===== src/logic/cilt_pkg.sv =====
// Constants and operation codes for the instruction length and timing decoder
package cilt_pkg;
    localparam logic [1:0] LEN1 = 2'h1;
    localparam logic [1:0] LEN2 = 2'h2;
    localparam logic [1:0] LEN3 = 2'h3;
    localparam logic [3:0] CYC1 = 4'h1;
    localparam logic [3:0] CYC2 = 4'h2;
    localparam logic [3:0] CYC3 = 4'h3;
    localparam logic [3:0] CYC4 = 4'h4;
    localparam logic [3:0] CYC5 = 4'h5;
    localparam logic [3:0] CYC6 = 4'h6;
    // Prefetch refill stall on a taken branch, added in slow flash timing and again with prefetch disabled
    localparam logic [3:0] BRANCH_EXTRA_CYC = 4'h2;
    localparam logic [7:0] BANK_RES_HI = 8'h00;
    typedef enum logic [5:0] {
        OP_NOP, OP_LOAD_DP_IMM, OP_CODE_RD_DP, OP_CODE_RD_PC,
        OP_XD_RD_PTR, OP_XD_WR_PTR, OP_XD_RD_DP, OP_XD_WR_DP,
        OP_PUSH, OP_POP, OP_XCH_BANK, OP_XCH_DIR, OP_XCH_IND,
        OP_NIBBLE_SWAP, OP_MOV_DIR_DIR, OP_MOV_IND_A, OP_MOV_DIR_IMM,
        OP_MOV_IND_IMM, OP_AND_C_BIT, OP_AND_C_NBIT, OP_OR_C_BIT,
        OP_OR_C_NBIT, OP_MOV_C_BIT, OP_MOV_BIT_C,
        OP_JMP_C, OP_JMP_NC, OP_JMP_Z, OP_JMP_NZ,
        OP_JMP_BIT, OP_JMP_NBIT, OP_BIT_TEST_JUMP_CLEAR,
        OP_ABSOLUTE_CALL, OP_ABSOLUTE_JUMP, OP_LONG_CALL, OP_LONG_JUMP,
        OP_SUB_RETURN, OP_INTERRUPT_RETURN, OP_SHORT_JUMP, OP_JMP_IND_DP,
        OP_CMP_A_DIR, OP_CMP_IND_IMM, OP_CMP_A_IMM, OP_CMP_BANK_IMM,
        OP_DEC_JMP_BANK, OP_DEC_JMP_DIR
    } cilt_op_t;
    typedef enum logic {
        ST_IDLE = 1'b0,
        ST_RUN = 1'b1
    } cilt_state_t;
endpackage : cilt_pkg


===== src/logic/cilt_decoder.sv =====
// Instruction length and cycle timing decoder with execution cycle counter
`timescale 1ns/1ps
module cilt_decoder (
    input wire logic clk_in, // 125 MHz system clock
    input wire logic resetn_in, // Async reset, active low
    input wire logic op_valid_in, // Operation offered
    input wire cilt_pkg::cilt_op_t op_in, // Operation code
    input wire logic taken_in, // Branch condition resolved true
    input wire logic flash_read_timing_sel_in, // Slow flash timing
    input wire logic code_prefetch_unit_en_in, // Prefetch enabled
    input wire logic [15:0] pc_in, // Address of first code byte
    input wire logic [7:0] rel_in, // Signed relative offset
    input wire logic [1:0] bank_sel_in, // Selected register bank
    input wire logic ptr_sel_in, // Pointer register zero or one
    output logic ready_out, // Can take an operation
    output logic busy_out, // Executing
    output logic done_out, // Last execution cycle
    output logic [1:0] len_out, // Code bytes fetched
    output logic [3:0] cycles_out, // Cycles spent
    output logic [15:0] target_out, // Relative branch target
    output logic [7:0] ptr_addr_out // Indirect pointer register address
);
    logic rst_meta;
    logic rst_n;
    cilt_pkg::cilt_state_t state;
    cilt_pkg::cilt_state_t next_state;
    logic [3:0] cnt;
    logic [3:0] next_cnt;
    logic [1:0] next_len_out;
    logic [3:0] next_cycles_out;
    logic [15:0] next_target_out;
    logic [7:0] next_ptr_addr_out;
    logic [1:0] d_len;
    logic [3:0] d_nt;
    logic [3:0] d_tk;
    logic d_flow;
    logic d_cond;
    logic eff_taken;
    logic accept;
    logic [3:0] total;
    logic [15:0] next_pc;

    always_ff @(posedge clk_in or negedge resetn_in) begin
        if (!resetn_in) begin
            rst_meta <= 1'b0;
            rst_n <= 1'b0;
        end else begin
            rst_meta <= 1'b1;
            rst_n <= rst_meta;
        end
    end

    always_comb begin
        d_len = cilt_pkg::LEN1;
        d_nt = cilt_pkg::CYC1;
        d_tk = cilt_pkg::CYC1;
        d_flow = 1'b0;
        d_cond = 1'b0;
        case (op_in)
            cilt_pkg::OP_LOAD_DP_IMM, cilt_pkg::OP_MOV_DIR_DIR,
            cilt_pkg::OP_MOV_DIR_IMM: begin
                d_len = cilt_pkg::LEN3;
                d_nt = cilt_pkg::CYC3;
            end
            cilt_pkg::OP_CODE_RD_DP, cilt_pkg::OP_CODE_RD_PC,
            cilt_pkg::OP_XD_RD_PTR, cilt_pkg::OP_XD_WR_PTR,
            cilt_pkg::OP_XD_RD_DP, cilt_pkg::OP_XD_WR_DP: begin
                d_nt = cilt_pkg::CYC3;
            end
            cilt_pkg::OP_PUSH, cilt_pkg::OP_POP, cilt_pkg::OP_XCH_DIR,
            cilt_pkg::OP_MOV_IND_IMM, cilt_pkg::OP_AND_C_BIT,
            cilt_pkg::OP_AND_C_NBIT, cilt_pkg::OP_OR_C_BIT,
            cilt_pkg::OP_OR_C_NBIT, cilt_pkg::OP_MOV_C_BIT,
            cilt_pkg::OP_MOV_BIT_C: begin
                d_len = cilt_pkg::LEN2;
                d_nt = cilt_pkg::CYC2;
            end
            cilt_pkg::OP_XCH_IND, cilt_pkg::OP_NIBBLE_SWAP,
            cilt_pkg::OP_MOV_IND_A: begin
                d_nt = cilt_pkg::CYC2;
            end
            cilt_pkg::OP_JMP_C, cilt_pkg::OP_JMP_NC, cilt_pkg::OP_JMP_Z,
            cilt_pkg::OP_JMP_NZ, cilt_pkg::OP_DEC_JMP_BANK: begin
                d_len = cilt_pkg::LEN2;
                d_nt = cilt_pkg::CYC2;
                d_tk = cilt_pkg::CYC4;
                d_flow = 1'b1;
                d_cond = 1'b1;
            end
            cilt_pkg::OP_JMP_BIT, cilt_pkg::OP_JMP_NBIT,
            cilt_pkg::OP_BIT_TEST_JUMP_CLEAR, cilt_pkg::OP_CMP_A_IMM,
            cilt_pkg::OP_CMP_BANK_IMM, cilt_pkg::OP_DEC_JMP_DIR: begin
                d_len = cilt_pkg::LEN3;
                d_nt = cilt_pkg::CYC3;
                d_tk = cilt_pkg::CYC5;
                d_flow = 1'b1;
                d_cond = 1'b1;
            end
            cilt_pkg::OP_CMP_A_DIR, cilt_pkg::OP_CMP_IND_IMM: begin
                d_len = cilt_pkg::LEN3;
                d_nt = cilt_pkg::CYC4;
                d_tk = cilt_pkg::CYC6;
                d_flow = 1'b1;
                d_cond = 1'b1;
            end
            cilt_pkg::OP_ABSOLUTE_CALL, cilt_pkg::OP_ABSOLUTE_JUMP,
            cilt_pkg::OP_SHORT_JUMP: begin
                d_len = cilt_pkg::LEN2;
                d_nt = cilt_pkg::CYC4;
                d_flow = 1'b1;
            end
            cilt_pkg::OP_JMP_IND_DP: begin
                d_nt = cilt_pkg::CYC4;
                d_flow = 1'b1;
            end
            cilt_pkg::OP_LONG_CALL, cilt_pkg::OP_LONG_JUMP: begin
                d_len = cilt_pkg::LEN3;
                d_nt = cilt_pkg::CYC5;
                d_flow = 1'b1;
            end
            cilt_pkg::OP_SUB_RETURN, cilt_pkg::OP_INTERRUPT_RETURN: begin
                d_nt = cilt_pkg::CYC6;
                d_flow = 1'b1;
            end
            default: begin
                d_len = cilt_pkg::LEN1;
            end
        endcase
        if (!d_cond) begin
            d_tk = d_nt;
        end
    end

    // Unconditional flow changes always redirect the fetch
    assign eff_taken = d_cond ? taken_in : d_flow;
    assign accept = op_valid_in && (state == cilt_pkg::ST_IDLE);
    assign ready_out = (state == cilt_pkg::ST_IDLE);
    assign busy_out = (state == cilt_pkg::ST_RUN);
    assign done_out = busy_out && (cnt == 4'h0);
    assign next_pc = pc_in + {14'h0000, d_len};

    always_comb begin
        total = eff_taken ? d_tk : d_nt;
        // Each slow-fetch cause costs one refill on a redirect
        if (d_flow && eff_taken && flash_read_timing_sel_in) begin
            total = total + cilt_pkg::BRANCH_EXTRA_CYC;
        end
        if (d_flow && eff_taken && !code_prefetch_unit_en_in) begin
            total = total + cilt_pkg::BRANCH_EXTRA_CYC;
        end
    end

    always_comb begin
        next_state = state;
        next_cnt = cnt;
        next_len_out = len_out;
        next_cycles_out = cycles_out;
        next_target_out = target_out;
        next_ptr_addr_out = ptr_addr_out;
        case (state)
            cilt_pkg::ST_IDLE: begin
                if (accept) begin
                    next_state = cilt_pkg::ST_RUN;
                    next_cnt = total - 4'h1;
                    next_len_out = d_len;
                    next_cycles_out = total;
                    next_target_out = next_pc
                        + {{8{rel_in[7]}}, rel_in};
                    next_ptr_addr_out = {cilt_pkg::BANK_RES_HI[2:0],
                        bank_sel_in, 2'h0, ptr_sel_in};
                end
            end
            cilt_pkg::ST_RUN: begin
                if (cnt == 4'h0) begin
                    next_state = cilt_pkg::ST_IDLE;
                end else begin
                    next_cnt = cnt - 4'h1;
                end
            end
            default: begin
                next_state = cilt_pkg::ST_IDLE;
            end
        endcase
    end

    always_ff @(posedge clk_in or negedge rst_n) begin
        if (!rst_n) begin
            state <= cilt_pkg::ST_IDLE;
            cnt <= 4'h0;
            len_out <= 2'h0;
            cycles_out <= 4'h0;
            target_out <= 16'h0000;
            ptr_addr_out <= 8'h00;
        end else begin
            state <= next_state;
            cnt <= next_cnt;
            len_out <= next_len_out;
            cycles_out <= next_cycles_out;
            target_out <= next_target_out;
            ptr_addr_out <= next_ptr_addr_out;
        end
    end

    chk_load_dp_timing: assert property (
        @(posedge clk_in) disable iff (!rst_n)
        accept && op_in == cilt_pkg::OP_LOAD_DP_IMM
        |-> ##3 done_out ##1 len_out == 2'h3)
        else $error("data pointer load timing wrong");
    chk_code_read: assert property (
        @(posedge clk_in) disable iff (!rst_n)
        accept && (op_in == cilt_pkg::OP_CODE_RD_DP ||
        op_in == cilt_pkg::OP_CODE_RD_PC)
        |=> len_out == 2'h1 && cycles_out == 4'h3)
        else $error("code byte read timing wrong");
    chk_xdata_ptr: assert property (
        @(posedge clk_in) disable iff (!rst_n)
        accept && op_in == cilt_pkg::OP_XD_WR_PTR
        |=> !done_out [*2] ##1 done_out)
        else $error("external pointer move timing wrong");
    chk_xdata_dp: assert property (
        @(posedge clk_in) disable iff (!rst_n)
        accept && op_in == cilt_pkg::OP_XD_RD_DP
        |=> cycles_out == 4'h3 && len_out == 2'h1)
        else $error("external dp move timing wrong");
    chk_stack_ops: assert property (
        @(posedge clk_in) disable iff (!rst_n)
        accept && (op_in == cilt_pkg::OP_PUSH || op_in == cilt_pkg::OP_POP)
        |-> ##2 done_out ##1 ready_out)
        else $error("stack operation timing wrong");
    chk_swap_bank: assert property (
        @(posedge clk_in) disable iff (!rst_n)
        accept && op_in == cilt_pkg::OP_XCH_BANK |=> done_out)
        else $error("bank swap timing wrong");
    chk_nibble_swap: assert property (
        @(posedge clk_in) disable iff (!rst_n)
        accept && op_in == cilt_pkg::OP_NIBBLE_SWAP
        |=> cycles_out == 4'h2 && len_out == 2'h1)
        else $error("nibble swap timing wrong");
    chk_dir_copy: assert property (
        @(posedge clk_in) disable iff (!rst_n)
        accept && op_in == cilt_pkg::OP_MOV_DIR_DIR
        |=> len_out == 2'h3 && cycles_out == 4'h3)
        else $error("direct byte copy timing wrong");
    chk_store_ind: assert property (
        @(posedge clk_in) disable iff (!rst_n)
        accept && op_in == cilt_pkg::OP_MOV_IND_A
        |=> len_out == 2'h1 && !done_out ##1 done_out)
        else $error("indirect store timing wrong");
    chk_carry_logic: assert property (
        @(posedge clk_in) disable iff (!rst_n)
        accept && op_in inside {cilt_pkg::OP_AND_C_NBIT,
        cilt_pkg::OP_OR_C_BIT} |=> len_out == 2'h2 && cycles_out == 4'h2)
        else $error("carry logic timing wrong");
    chk_carry_move: assert property (
        @(posedge clk_in) disable iff (!rst_n)
        accept && op_in == cilt_pkg::OP_MOV_BIT_C
        |=> len_out == 2'h2 ##1 done_out)
        else $error("carry move timing wrong");
    // Taken flag is judged as it stood at the accept edge
    chk_branch_taken: assert property (
        @(posedge clk_in) disable iff (!rst_n)
        accept && op_in == cilt_pkg::OP_JMP_C && code_prefetch_unit_en_in &&
        !flash_read_timing_sel_in
        |=> cycles_out == ($past(taken_in) ? 4'h4 : 4'h2))
        else $error("carry jump count wrong");
    chk_bit_jump: assert property (
        @(posedge clk_in) disable iff (!rst_n)
        accept && op_in == cilt_pkg::OP_BIT_TEST_JUMP_CLEAR &&
        code_prefetch_unit_en_in && !flash_read_timing_sel_in
        |=> cycles_out == ($past(taken_in) ? 4'h5 : 4'h3))
        else $error("bit test jump count wrong");
    chk_compare_jump: assert property (
        @(posedge clk_in) disable iff (!rst_n)
        accept && op_in == cilt_pkg::OP_CMP_IND_IMM &&
        code_prefetch_unit_en_in && !flash_read_timing_sel_in
        |=> cycles_out == ($past(taken_in) ? 4'h6 : 4'h4))
        else $error("compare jump count wrong");
    chk_branch_extra: assert property (
        @(posedge clk_in) disable iff (!rst_n)
        accept && op_in == cilt_pkg::OP_SHORT_JUMP &&
        code_prefetch_unit_en_in && flash_read_timing_sel_in
        |=> cycles_out == 4'h6)
        else $error("slow flash branch penalty missing");
    // Only the fast-fetch figure; penalties lengthen returns too
    chk_return_run: assert property (
        @(posedge clk_in) disable iff (!rst_n)
        accept && op_in == cilt_pkg::OP_INTERRUPT_RETURN &&
        code_prefetch_unit_en_in && !flash_read_timing_sel_in
        |=> busy_out [*6] ##1 ready_out)
        else $error("return timing wrong");
    chk_rel_target: assert property (
        @(posedge clk_in) disable iff (!rst_n)
        accept && op_in == cilt_pkg::OP_SHORT_JUMP
        |=> target_out == $past(pc_in) + 16'h0002 +
        {{8{$past(rel_in[7])}}, $past(rel_in)})
        else $error("relative target wrong");
    chk_ptr_addr: assert property (
        @(posedge clk_in) disable iff (!rst_n)
        accept |=> ptr_addr_out[7:5] == 3'h0 &&
        ptr_addr_out[4:3] == $past(bank_sel_in) &&
        ptr_addr_out[0] == $past(ptr_sel_in))
        else $error("pointer register address wrong");
endmodule : cilt_decoder


===== config.mk =====
export PLATFORM = sky130hd
export DESIGN_NAME = cilt_decoder
export DESIGN_NICKNAME = d
export VERILOG_FILES = /design/src/logic/cilt_pkg.sv /design/src/logic/cilt_decoder.sv
export SDC_FILE = /design/constraint.sdc
export NUM_CORES = 1
export LEC_CHECK = 0
export ABC_CLOCK_PERIOD_IN_PS = 1000
export BUFFER_PORTS_ARGS = -buffer_cell sky130_fd_sc_hd__buf_2
export CELL_PAD_IN_SITES_DETAIL_PLACEMENT = 0
export CELL_PAD_IN_SITES_GLOBAL_PLACEMENT = 1
export CORE_MARGIN = 2
export CORE_UTILIZATION = 36
export CTS_CLUSTER_SIZE = 20
export DETAILED_ROUTE_END_ITERATION = 8
export PLACE_DENSITY = 0.76
export REMOVE_ABC_BUFFERS = 1
export SLEW_MARGIN = 40
export SYNTH_ARGS = -nofsm -noshare
export SYNTH_HDL_FRONTEND = slang
export SYNTH_SLANG_ARGS = --single-unit

===== constraint.sdc =====
create_clock -name clk_in -period 1 [get_ports clk_in]
set_input_delay 0.15 -clock clk_in [delete_from_list [all_inputs] [get_ports clk_in]]
set_output_delay 0.15 -clock clk_in [all_outputs]
set_load 0.02 [all_outputs]

## Word level (Yosys, flattened, before mapping)

Index checks and enable logic that the tools add are counted.
Widths: inputs -> output; s select.

| word-level totals | value |
|---|---|
| register bits after elaboration | 32 |
| output and inout port bits | 33 |

| operators by class | value |
|---|---|
| $add $sub $neg | 6 |
| equal/unequal tests | 45 |
| multiplexer cells | 16 |
| bitwise operators | 1 |
| reductions and logical operators | 21 |

Operator list:

| kind | count |
|---|---|
| $eq 6x5->1 const B | 16 |
| $eq 6x6->1 const B | 13 |
| $eq 6x4->1 const B | 7 |
| $reduce_or 18->1 | 2 |
| $reduce_or 13->1 | 2 |
| $eq 6x3->1 const B | 4 |
| $mux 4 | 6 |
| $reduce_or 21->1 | 1 |
| $add 16x16->16 | 1 |
| $add 16x2->16 | 1 |
| $pmux 3 s5 | 1 |
| $reduce_or 15->1 | 1 |
| $eq 6x2->1 const B | 2 |
| $reduce_or 6->1 | 2 |
| $pmux 3 s3 | 1 |
| $add 4x2->4 const B | 2 |
| $pmux 4 s2 | 1 |
| $sub 4x1->4 const B | 2 |
| $eq 6x1->1 const B | 1 |
| $reduce_or 2->1 | 3 |
| $logic_and 1x1->1 | 5 |
| $mux 1 | 5 |
| $reduce_or 5->1 | 1 |
| $logic_not 4->1 | 1 |
| other kinds (7) | 8 |

## Depth between registers and ports, before layout

Gate-level depths: netlist (run 1).

| logic depth | value |
|---|---|
| depth after elaboration | 12 |
| gate-level depth with buffers | 19 |

## Worst setup path after synthesis (run 1)

No wires, ideal clock.

| timing | value |
|---|---|
| path type | input to register |
| from | input op_in[2] |
| to | register target_out[15] |
| arrival | 3.524 ns |
| data required time | 0.929 ns |
| setup slack | -2.595 ns |
| cell stages on the path | 18 |
| buffers on the path | 2 |
| path through | buf_2 clkbuf_1 nor2b_1 nor2b_1 o211ai_1 o221ai_1 fa_1 inv_1 ha_1 inv_1 fa_1 nor2b_1 o21a_1 o21ai_1 a2111oi_2 nor3_1 or4_1 nand4_1 |

| between the ends | value |
|---|---|
| word-level cells in the longest chain between the ends | 5 |
| elaborated cells between the ends (all ways) | 36 |

Ends and longest elaborated chain:

| element | line | source |
|---|---|---|
| from (decl) | cilt_decoder.sv:7 | `input wire cilt_pkg::cilt_op_t op_in,` |
| $eq 6x5->1, or another cell as far along | cilt_decoder.sv:59 | `case (op_in)` |
| $reduce_or 18->1 (no source line) / $reduce_or 13->1 (equally long branches) | -- |  |
| $pmux 2 s2 * | cilt_decoder.sv:59 |  |
| $add 16x2->16 * | cilt_decoder.sv:140 | `assign next_pc = pc_in + {14'h0000, d_len};` |
| $add 16x16->16 * | cilt_decoder.sv:168 | `+ {{8{rel_in[7]}}, rel_in};` |
| to (signal assigned) | cilt_decoder.sv:199 | `target_out <= next_target_out;` |
| to (decl) | cilt_decoder.sv:20 | `output logic [15:0] target_out,` |

Every way passes the cells marked *; elsewhere a longest branch is shown, timed or not.
A chain may end at the register's enable or synchronous reset.

## Worst setup path in the final report (run 1)

| timing | value |
|---|---|
| from | input op_in[0] |
| to | register target_out[13] |

The elaborated chain is that of the path after synthesis.

==> impl_metrics.toml, run 1 <==
[outcome]
status = "finished with violations"
violations = "negative setup slack"

[clocking]
cts.clk_slew.worst_paths_ns = 0.08
clock_latency_ns = 0.28
tritoncts = "built"
ctsRootBufferMaster = "clkbuf_8"
clk_path_buf_depth = 2
h-tree-depth = 2
cts.sinks = 32
numCtsBuffers = 5

[critical_path]
crit_required_ns = 1.20
crit_arrival_ns = 3.30
start_kind = "input pin"
end_kind = "flip-flop"
path_max_fanout = 6
crit_type = "in -> reg"

[cells_and_area]
area_growth_pct = 77.8
fillers = 679
utilization_pct = 65.5
antenna_cells = 0
mostFrequentLayoutCells = "buf_4, buf_6, nand2_1"
drive_gt1_share_pct = 55.2
final_nets = 627
mostFrequentLayoutCell = "buf_4"

[sta]
hold_viol = 0
fin_hold_ws_ns = 0.0548
setup-violations-final = 33
min_period_ns = 3.10
fin_ws_ns = -2.10
finalClockSkew_ns = 0.00709
fin_tns_setup_ns = -36.63
rsz0062_at_grt = "yes"
final_max_slew_viol_count = 0
min_period_over_period_pct = 310
fmax_mhz = 323

[global_route]
gr-total-overflow = 0
use_met3_pct = 2.85
gr-usage-met1_pct = 25.3
grt_use_met2_pct = 36.4
grt_pass1_wl_um = 14800
grt_pass1_vias = 3331
grt.busiest_layer = "met2"
antenna_found_initial = 0
grt_use_total_pct = 19.8
grt_max_degree = 31

[job]
max_cap_viol_count = 0

[power]
sw_frac_of_total_pct = 40.8
peakVddDrop_uv = 1210
powerDensity_nw_per_um2 = 1770
power_frac_seq_pct = 24.1
power.share.combinational_pct = 65.0
p_leak_nw = 2.59
power.switching_mw = 3.86
internal-power_mw = 5.60
clockPowerShare_pct = 10.9

[floorplan]
core_um2 = 8180
rows = 33
pin_count = 72
die_height_um = 95.5
die_area_um2 = 9120
start_util_pct = 36.9
die_width_um = 95.5

[synth]
synth_edf_count = 0
syn_area_um2 = 3010
synth_cell_types = 69
ys_async_sr_fraction_pct = 100
synthCells = 356
ys_seq_area_share_pct = 26.6
ys.flop_type = "dfrtp_1"
post_synth.cell_area_avg_um2 = 8.47
ys_ff_latch = 32
ys_warn_count = 0

[routing]
viasPerCell = 5.03
detail-route-antenna-nets = 0
drt_pre_antenna_iters = 4
wl_per_cell_um = 14.0
initialDrtViolationCount = 83
remaining_drc_errors = 0
wl_um = 9280
via_count = 3326

[placed_design]
place_congestion = 0.822
hpwlAfterDp_um = 6220
portBuffers = 66

[worst_hold_path]
hold_path.class = "in -> reg"
## logic make-up after synthesis
group	count (synthesis)	synth area share, %
AO/OA/AOI/OAI	96	23.1
XOR/XNOR	16	4.65
adder cells (fa/ha/maj)	33	14.4
buffers and inverters	47	7.55
flip-flops	32	26.6
multiplexers	7	2.45
other	2	0.249
AND/OR/NAND/NOR	123	21.0
## sequential cells by signal (all words and copies together) (netlist names)
| register | flops |
|---|---|
| target_out | 16 |
| cnt | 4 |
| cycles_out | 4 |
| ptr_addr_out | 3 |
| len_out | 2 |
| busy_out | 1 |
| rst_meta | 1 |
| rst_n | 1 |
## path summary, 6_finish.rpt
| kind | start | endpoint | slack (ns) | cells past startpoint |
|---|---|---|---|---|
| worst max-delay path | op_in[0] | target_out[13] | -2.10 | 20 |
| worst min-delay path | bank_sel_in[0] | ptr_addr_out[3] | 0.05 | 3 |
| worst max register to register | busy_out | cnt[2] | -0.65 | 7 |
| worst min register to register | rst_n | target_out[12] | 0.21 | 1 |
| max in group asynchronous | rst_n | target_out[11] | 0.61 | 1 |
| min in group asynchronous | resetn_in | rst_n | 0.18 | 2 |
## cells in the mapped netlist (3+ instances only)
master | number | area share, %
a21o_1 | 5 | 1.2
nor2_1 | 18 | 2.2
o21a_1 | 3 | 0.75
buf_6 | 3 | 1.1
nand2b_1 | 4 | 0.83
fa_1 | 3 | 2.0
nor2b_1 | 7 | 1.5
buf_4 | 6 | 1.5
buf_2 | 5 | 0.83
nand3_1 | 5 | 0.83
mux2_2 | 3 | 1.1
dfrtp_1 | 32 | 27
ha_1 | 30 | 12
xnor2_1 | 9 | 2.6
o21ai_0 | 20 | 3.3
o31ai_1 | 5 | 1.2
a211oi_2 | 3 | 1.2
a211oi_1 | 3 | 0.75
nor4_1 | 5 | 1.0
o22ai_1 | 3 | 0.62
xor2_1 | 7 | 2.0
mux2i_1 | 4 | 1.3
inv_1 | 21 | 2.6
clkbuf_1 | 11 | 1.4
nor3_1 | 12 | 2.0
a21oi_1 | 19 | 3.2
a31oi_1 | 6 | 1.2
nand2_1 | 52 | 6.5
## critical path, cell delays in order
cell and delay (ns):
buf_8 0.11, buf_12 0.12, nor4b_4 0.30, nor2_1 0.06, a21oi_1 0.16, nor2_1 0.08
o221ai_2 0.20, fa_2 0.24, inv_2 0.04, ha_4 0.15, inv_2 0.05, fa_2 0.19
nor2b_1 0.04, o21a_1 0.19, o21ai_2 0.21, a2111oi_4 0.13, buf_4 0.17, o31a_1 0.31
o21a_1 0.18, o31ai_2 0.20
## metal layers
metal	up-vias	part of all wire [%]
li1	1678	-
met1	1582	44
met2	66	52
met3	0	3.2
met4	0	0
met5	-	0
## repair_timing
item | CTS | global route
hold buffers | 1 | 0
hold endpoints to repair | 2 | 0
pin swaps | 54 | 41
gates resized for setup | 128 | 78
cloned | 1 | 1
setup buffers | 32 | 17
setup endpoints to repair | 41 | 52
## per-stage QoR
stage	setup slack, ns	power, mW	cells	instance area (um^2)
floorplan	-2.28	4.62	334	2880
global placement	-2.58	6.35	608	4140
detailed placement	-2.62	6.44	608	4140
CTS	-2.04	8.45	648	4920
global route	-2.20	10.1	661	5360
finish	-2.10	9.46	661	5360
## final cells by class
| type | instances | area, um^2 | share of cell area (%) |
|---|---|---|---|
| flip-flops and latches | 32 | 801 | 14.9 |
| clock inverters | 2 | 16.3 | 0.304 |
| inverters | 21 | 81.3 | 1.52 |
| repair buffers | 214 | 1790 | 33.5 |
| well taps | 105 | 131 | 2.45 |
| clock buffers | 6 | 72.6 | 1.35 |
| multi-input cells | 281 | 2460 | 45.9 |
## power by group through the flow
stage	combinational (mW)	sequential [mW]	clock, mW
6_report	6.15	2.28	1.03
2_1_floorplan	1.82	2.80	0
4_1_cts	5.17	2.22	1.06
3_3_place_gp	4.17	2.18	0
5_1_grt	6.68	2.34	1.12
3_5_place_dp	4.25	2.20	0
No activity file was read; power rests on OpenSTA's default activity.
==> inputs of run 2 (changes only) <==
Settings changed: CELL_PAD_IN_SITES_DETAIL_PLACEMENT 0 to 1.
==> impl_metrics.toml, run 2 (synthesis results as in run 1) <==
[placed_design]
place_congestion = 0.822
portBuffers = 66
dpl_cell_area_um2 = 4140
dp.cells = 608
hpwlAfterDp_um = 7950

[routing]
remaining_drc_errors = 0
initialDrtViolationCount = 224
wl_um = 16900
viasPerCell = 5.93
via_count = 3890
wl_per_cell_um = 25.7
detail-route-antenna-nets = 0
drt_pre_antenna_iters = 6

[clocking]
h-tree-depth = 2
cts.clk_slew.worst_paths_ns = 0.08
ctsRootBufferMaster = "clkbuf_8"
clk_path_buf_depth = 2
clock_latency_ns = 0.31
cts.sinks = 32
tritoncts = "built"
numCtsBuffers = 5

[cells_and_area]
largest_register_ffs = 16
reg_top3 = "target_out (16), cnt (4), cycles_out (4)"
mostFrequentLayoutCell = "buf_4"
utilization_pct = 65.4
mostFrequentLayoutCells = "buf_4, buf_6, nand2_1"
regMostFlops = "target_out"
final_nets = 623
design_area_um2 = 5350
area_growth_pct = 77.5
finalNonFillerCells = 656
drive_gt1_share_pct = 56.4
antenna_cells = 0

[sta]
fmax_mhz = 303
finalClockSkew_ns = 0.00600
rsz0062_at_grt = "yes"
fin_ws_ns = -2.30
min_period_ns = 3.30
final_max_slew_viol_count = 0
hold_viol = 0
max_slew_margin_pct = 64.8
min_period_over_period_pct = 330
worst_pin_slew_ns = 0.524
setup-violations-final = 44

[power]
power.switching_mw = 4.79
sw_frac_of_total_pct = 45.3
powerDensity_nw_per_um2 = 1980
p_leak_nw = 2.60
power.share.combinational_pct = 66.0
internal-power_mw = 5.79
peakVddDrop_uv = 1090
clockPowerShare_pct = 11.5
power_frac_seq_pct = 22.6
p_total_mw = 10.6

[floorplan]
pin_count = 72
rows = 33
die_area_um2 = 9120
die_width_um = 95.5
die_height_um = 95.5
core_um2 = 8180
start_util_pct = 36.9

[critical_path]
crit_required_ns = 1.19
start_kind = "input pin"
end_kind = "flip-flop"
crit_type = "in -> reg"
crit_arrival_ns = 3.49
path_max_fanout = 6

[global_route]
grt_use_met2_pct = 57.6
grt_pass1_vias = 4088
grt_use_total_pct = 30.6
gr-total-overflow = 0
grt_pass1_wl_um = 21200
gr-usage-met1_pct = 32.9
grt.busiest_layer = "met2"
antenna_found_initial = 0
grt_max_degree = 31
use_met3_pct = 4.90

[job]
max_cap_viol_count = 0

[outcome]
status = "finished with violations"
violations = "negative setup slack"

[worst_hold_path]
hold_path.class = "in -> reg"
==> run 2: final timing paths <==
| check | from | to | slack (ns) | cells after the start |
|---|---|---|---|---|
| worst min-delay path | ptr_sel_in | ptr_addr_out[0] | 0.06 | 3 |
| min in group asynchronous | resetn_in | rst_n | 0.23 | 2 |
| worst min register to register | rst_n | target_out[14] | 0.25 | 1 |
| max in group asynchronous | rst_n | target_out[5] | 0.56 | 1 |
| worst max-delay path | op_in[0] | cnt[3] | -2.30 | 18 |
| worst max register to register | busy_out | cnt[2] | -0.92 | 7 |
==> run 2: what timing repair did <==
action / CTS / global route
gates cloned: 0 / 0
resized for setup: 133 / 79
hold endpoints to repair: 2 / 0
hold buffers: 1 / 0
setup endpoints to repair: 41 / 57
pin swaps: 59 / 41
setup buffers: 23 / 24
==> run 2: area by class of cell <==
type | count | area (um^2)
inverter | 21 | 83.8
timing repair buffer | 210 | 1720
fill | 922 | 2830
multi-input combinational | 281 | 2510
sequential | 32 | 801
tap | 105 | 131
clock buffer | 7 | 96.3
==> run 2: per-stage QoR <==
stage | setup WS, ns | hold WS [ns] | setup TNS (ns)
after detailed placement | -2.74 | -0.0603 | -47.37
after CTS | -2.20 | 0.0666 | -36.82
after global placement | -2.58 | -0.0641 | -43.56
final | -2.30 | 0.0583 | -41.95
after global routing | -2.40 | 0.0632 | -44.26
after floorplan | -2.28 | -0.146 | -40.59
==> run 2: layer usage <==
metal / part of all wire (%) / routed length [um] / up-vias
li1: - / - / 1657
met3: 4.5 / 764 / 98
met1: 37 / 6240 / 1919
met4: 7.0 / 1180 / 0
met5: 0 / 0 / -
met2: 51 / 8670 / 216
==> run 2: power by group through the flow <==
stage | Sequential (mW) | Combinational, mW | Clock, mW
CTS | 2.26 | 5.40 | 1.16
floorplan | 2.80 | 1.82 | 0
detailed placement | 2.22 | 4.40 | 0
global placement | 2.18 | 4.17 | 0
finish | 2.38 | 6.98 | 1.21
global route | 2.41 | 7.29 | 1.25
==> run 2: worst max-delay path, stage by stage <==
cell      delay (ns)
buf_8           0.11
buf_12          0.13
buf_4           0.15
buf_6           0.13
and4b_4         0.22
buf_4           0.14
a21oi_1         0.33
o32ai_4         0.20
ha_4            0.33
inv_4           0.04
a31oi_1         0.18
ha_2            0.27
nand2b_4        0.09
xnor2_4         0.14
o41ai_2         0.33
o311a_1         0.29
o211ai_2        0.11
o2111a_1        0.14
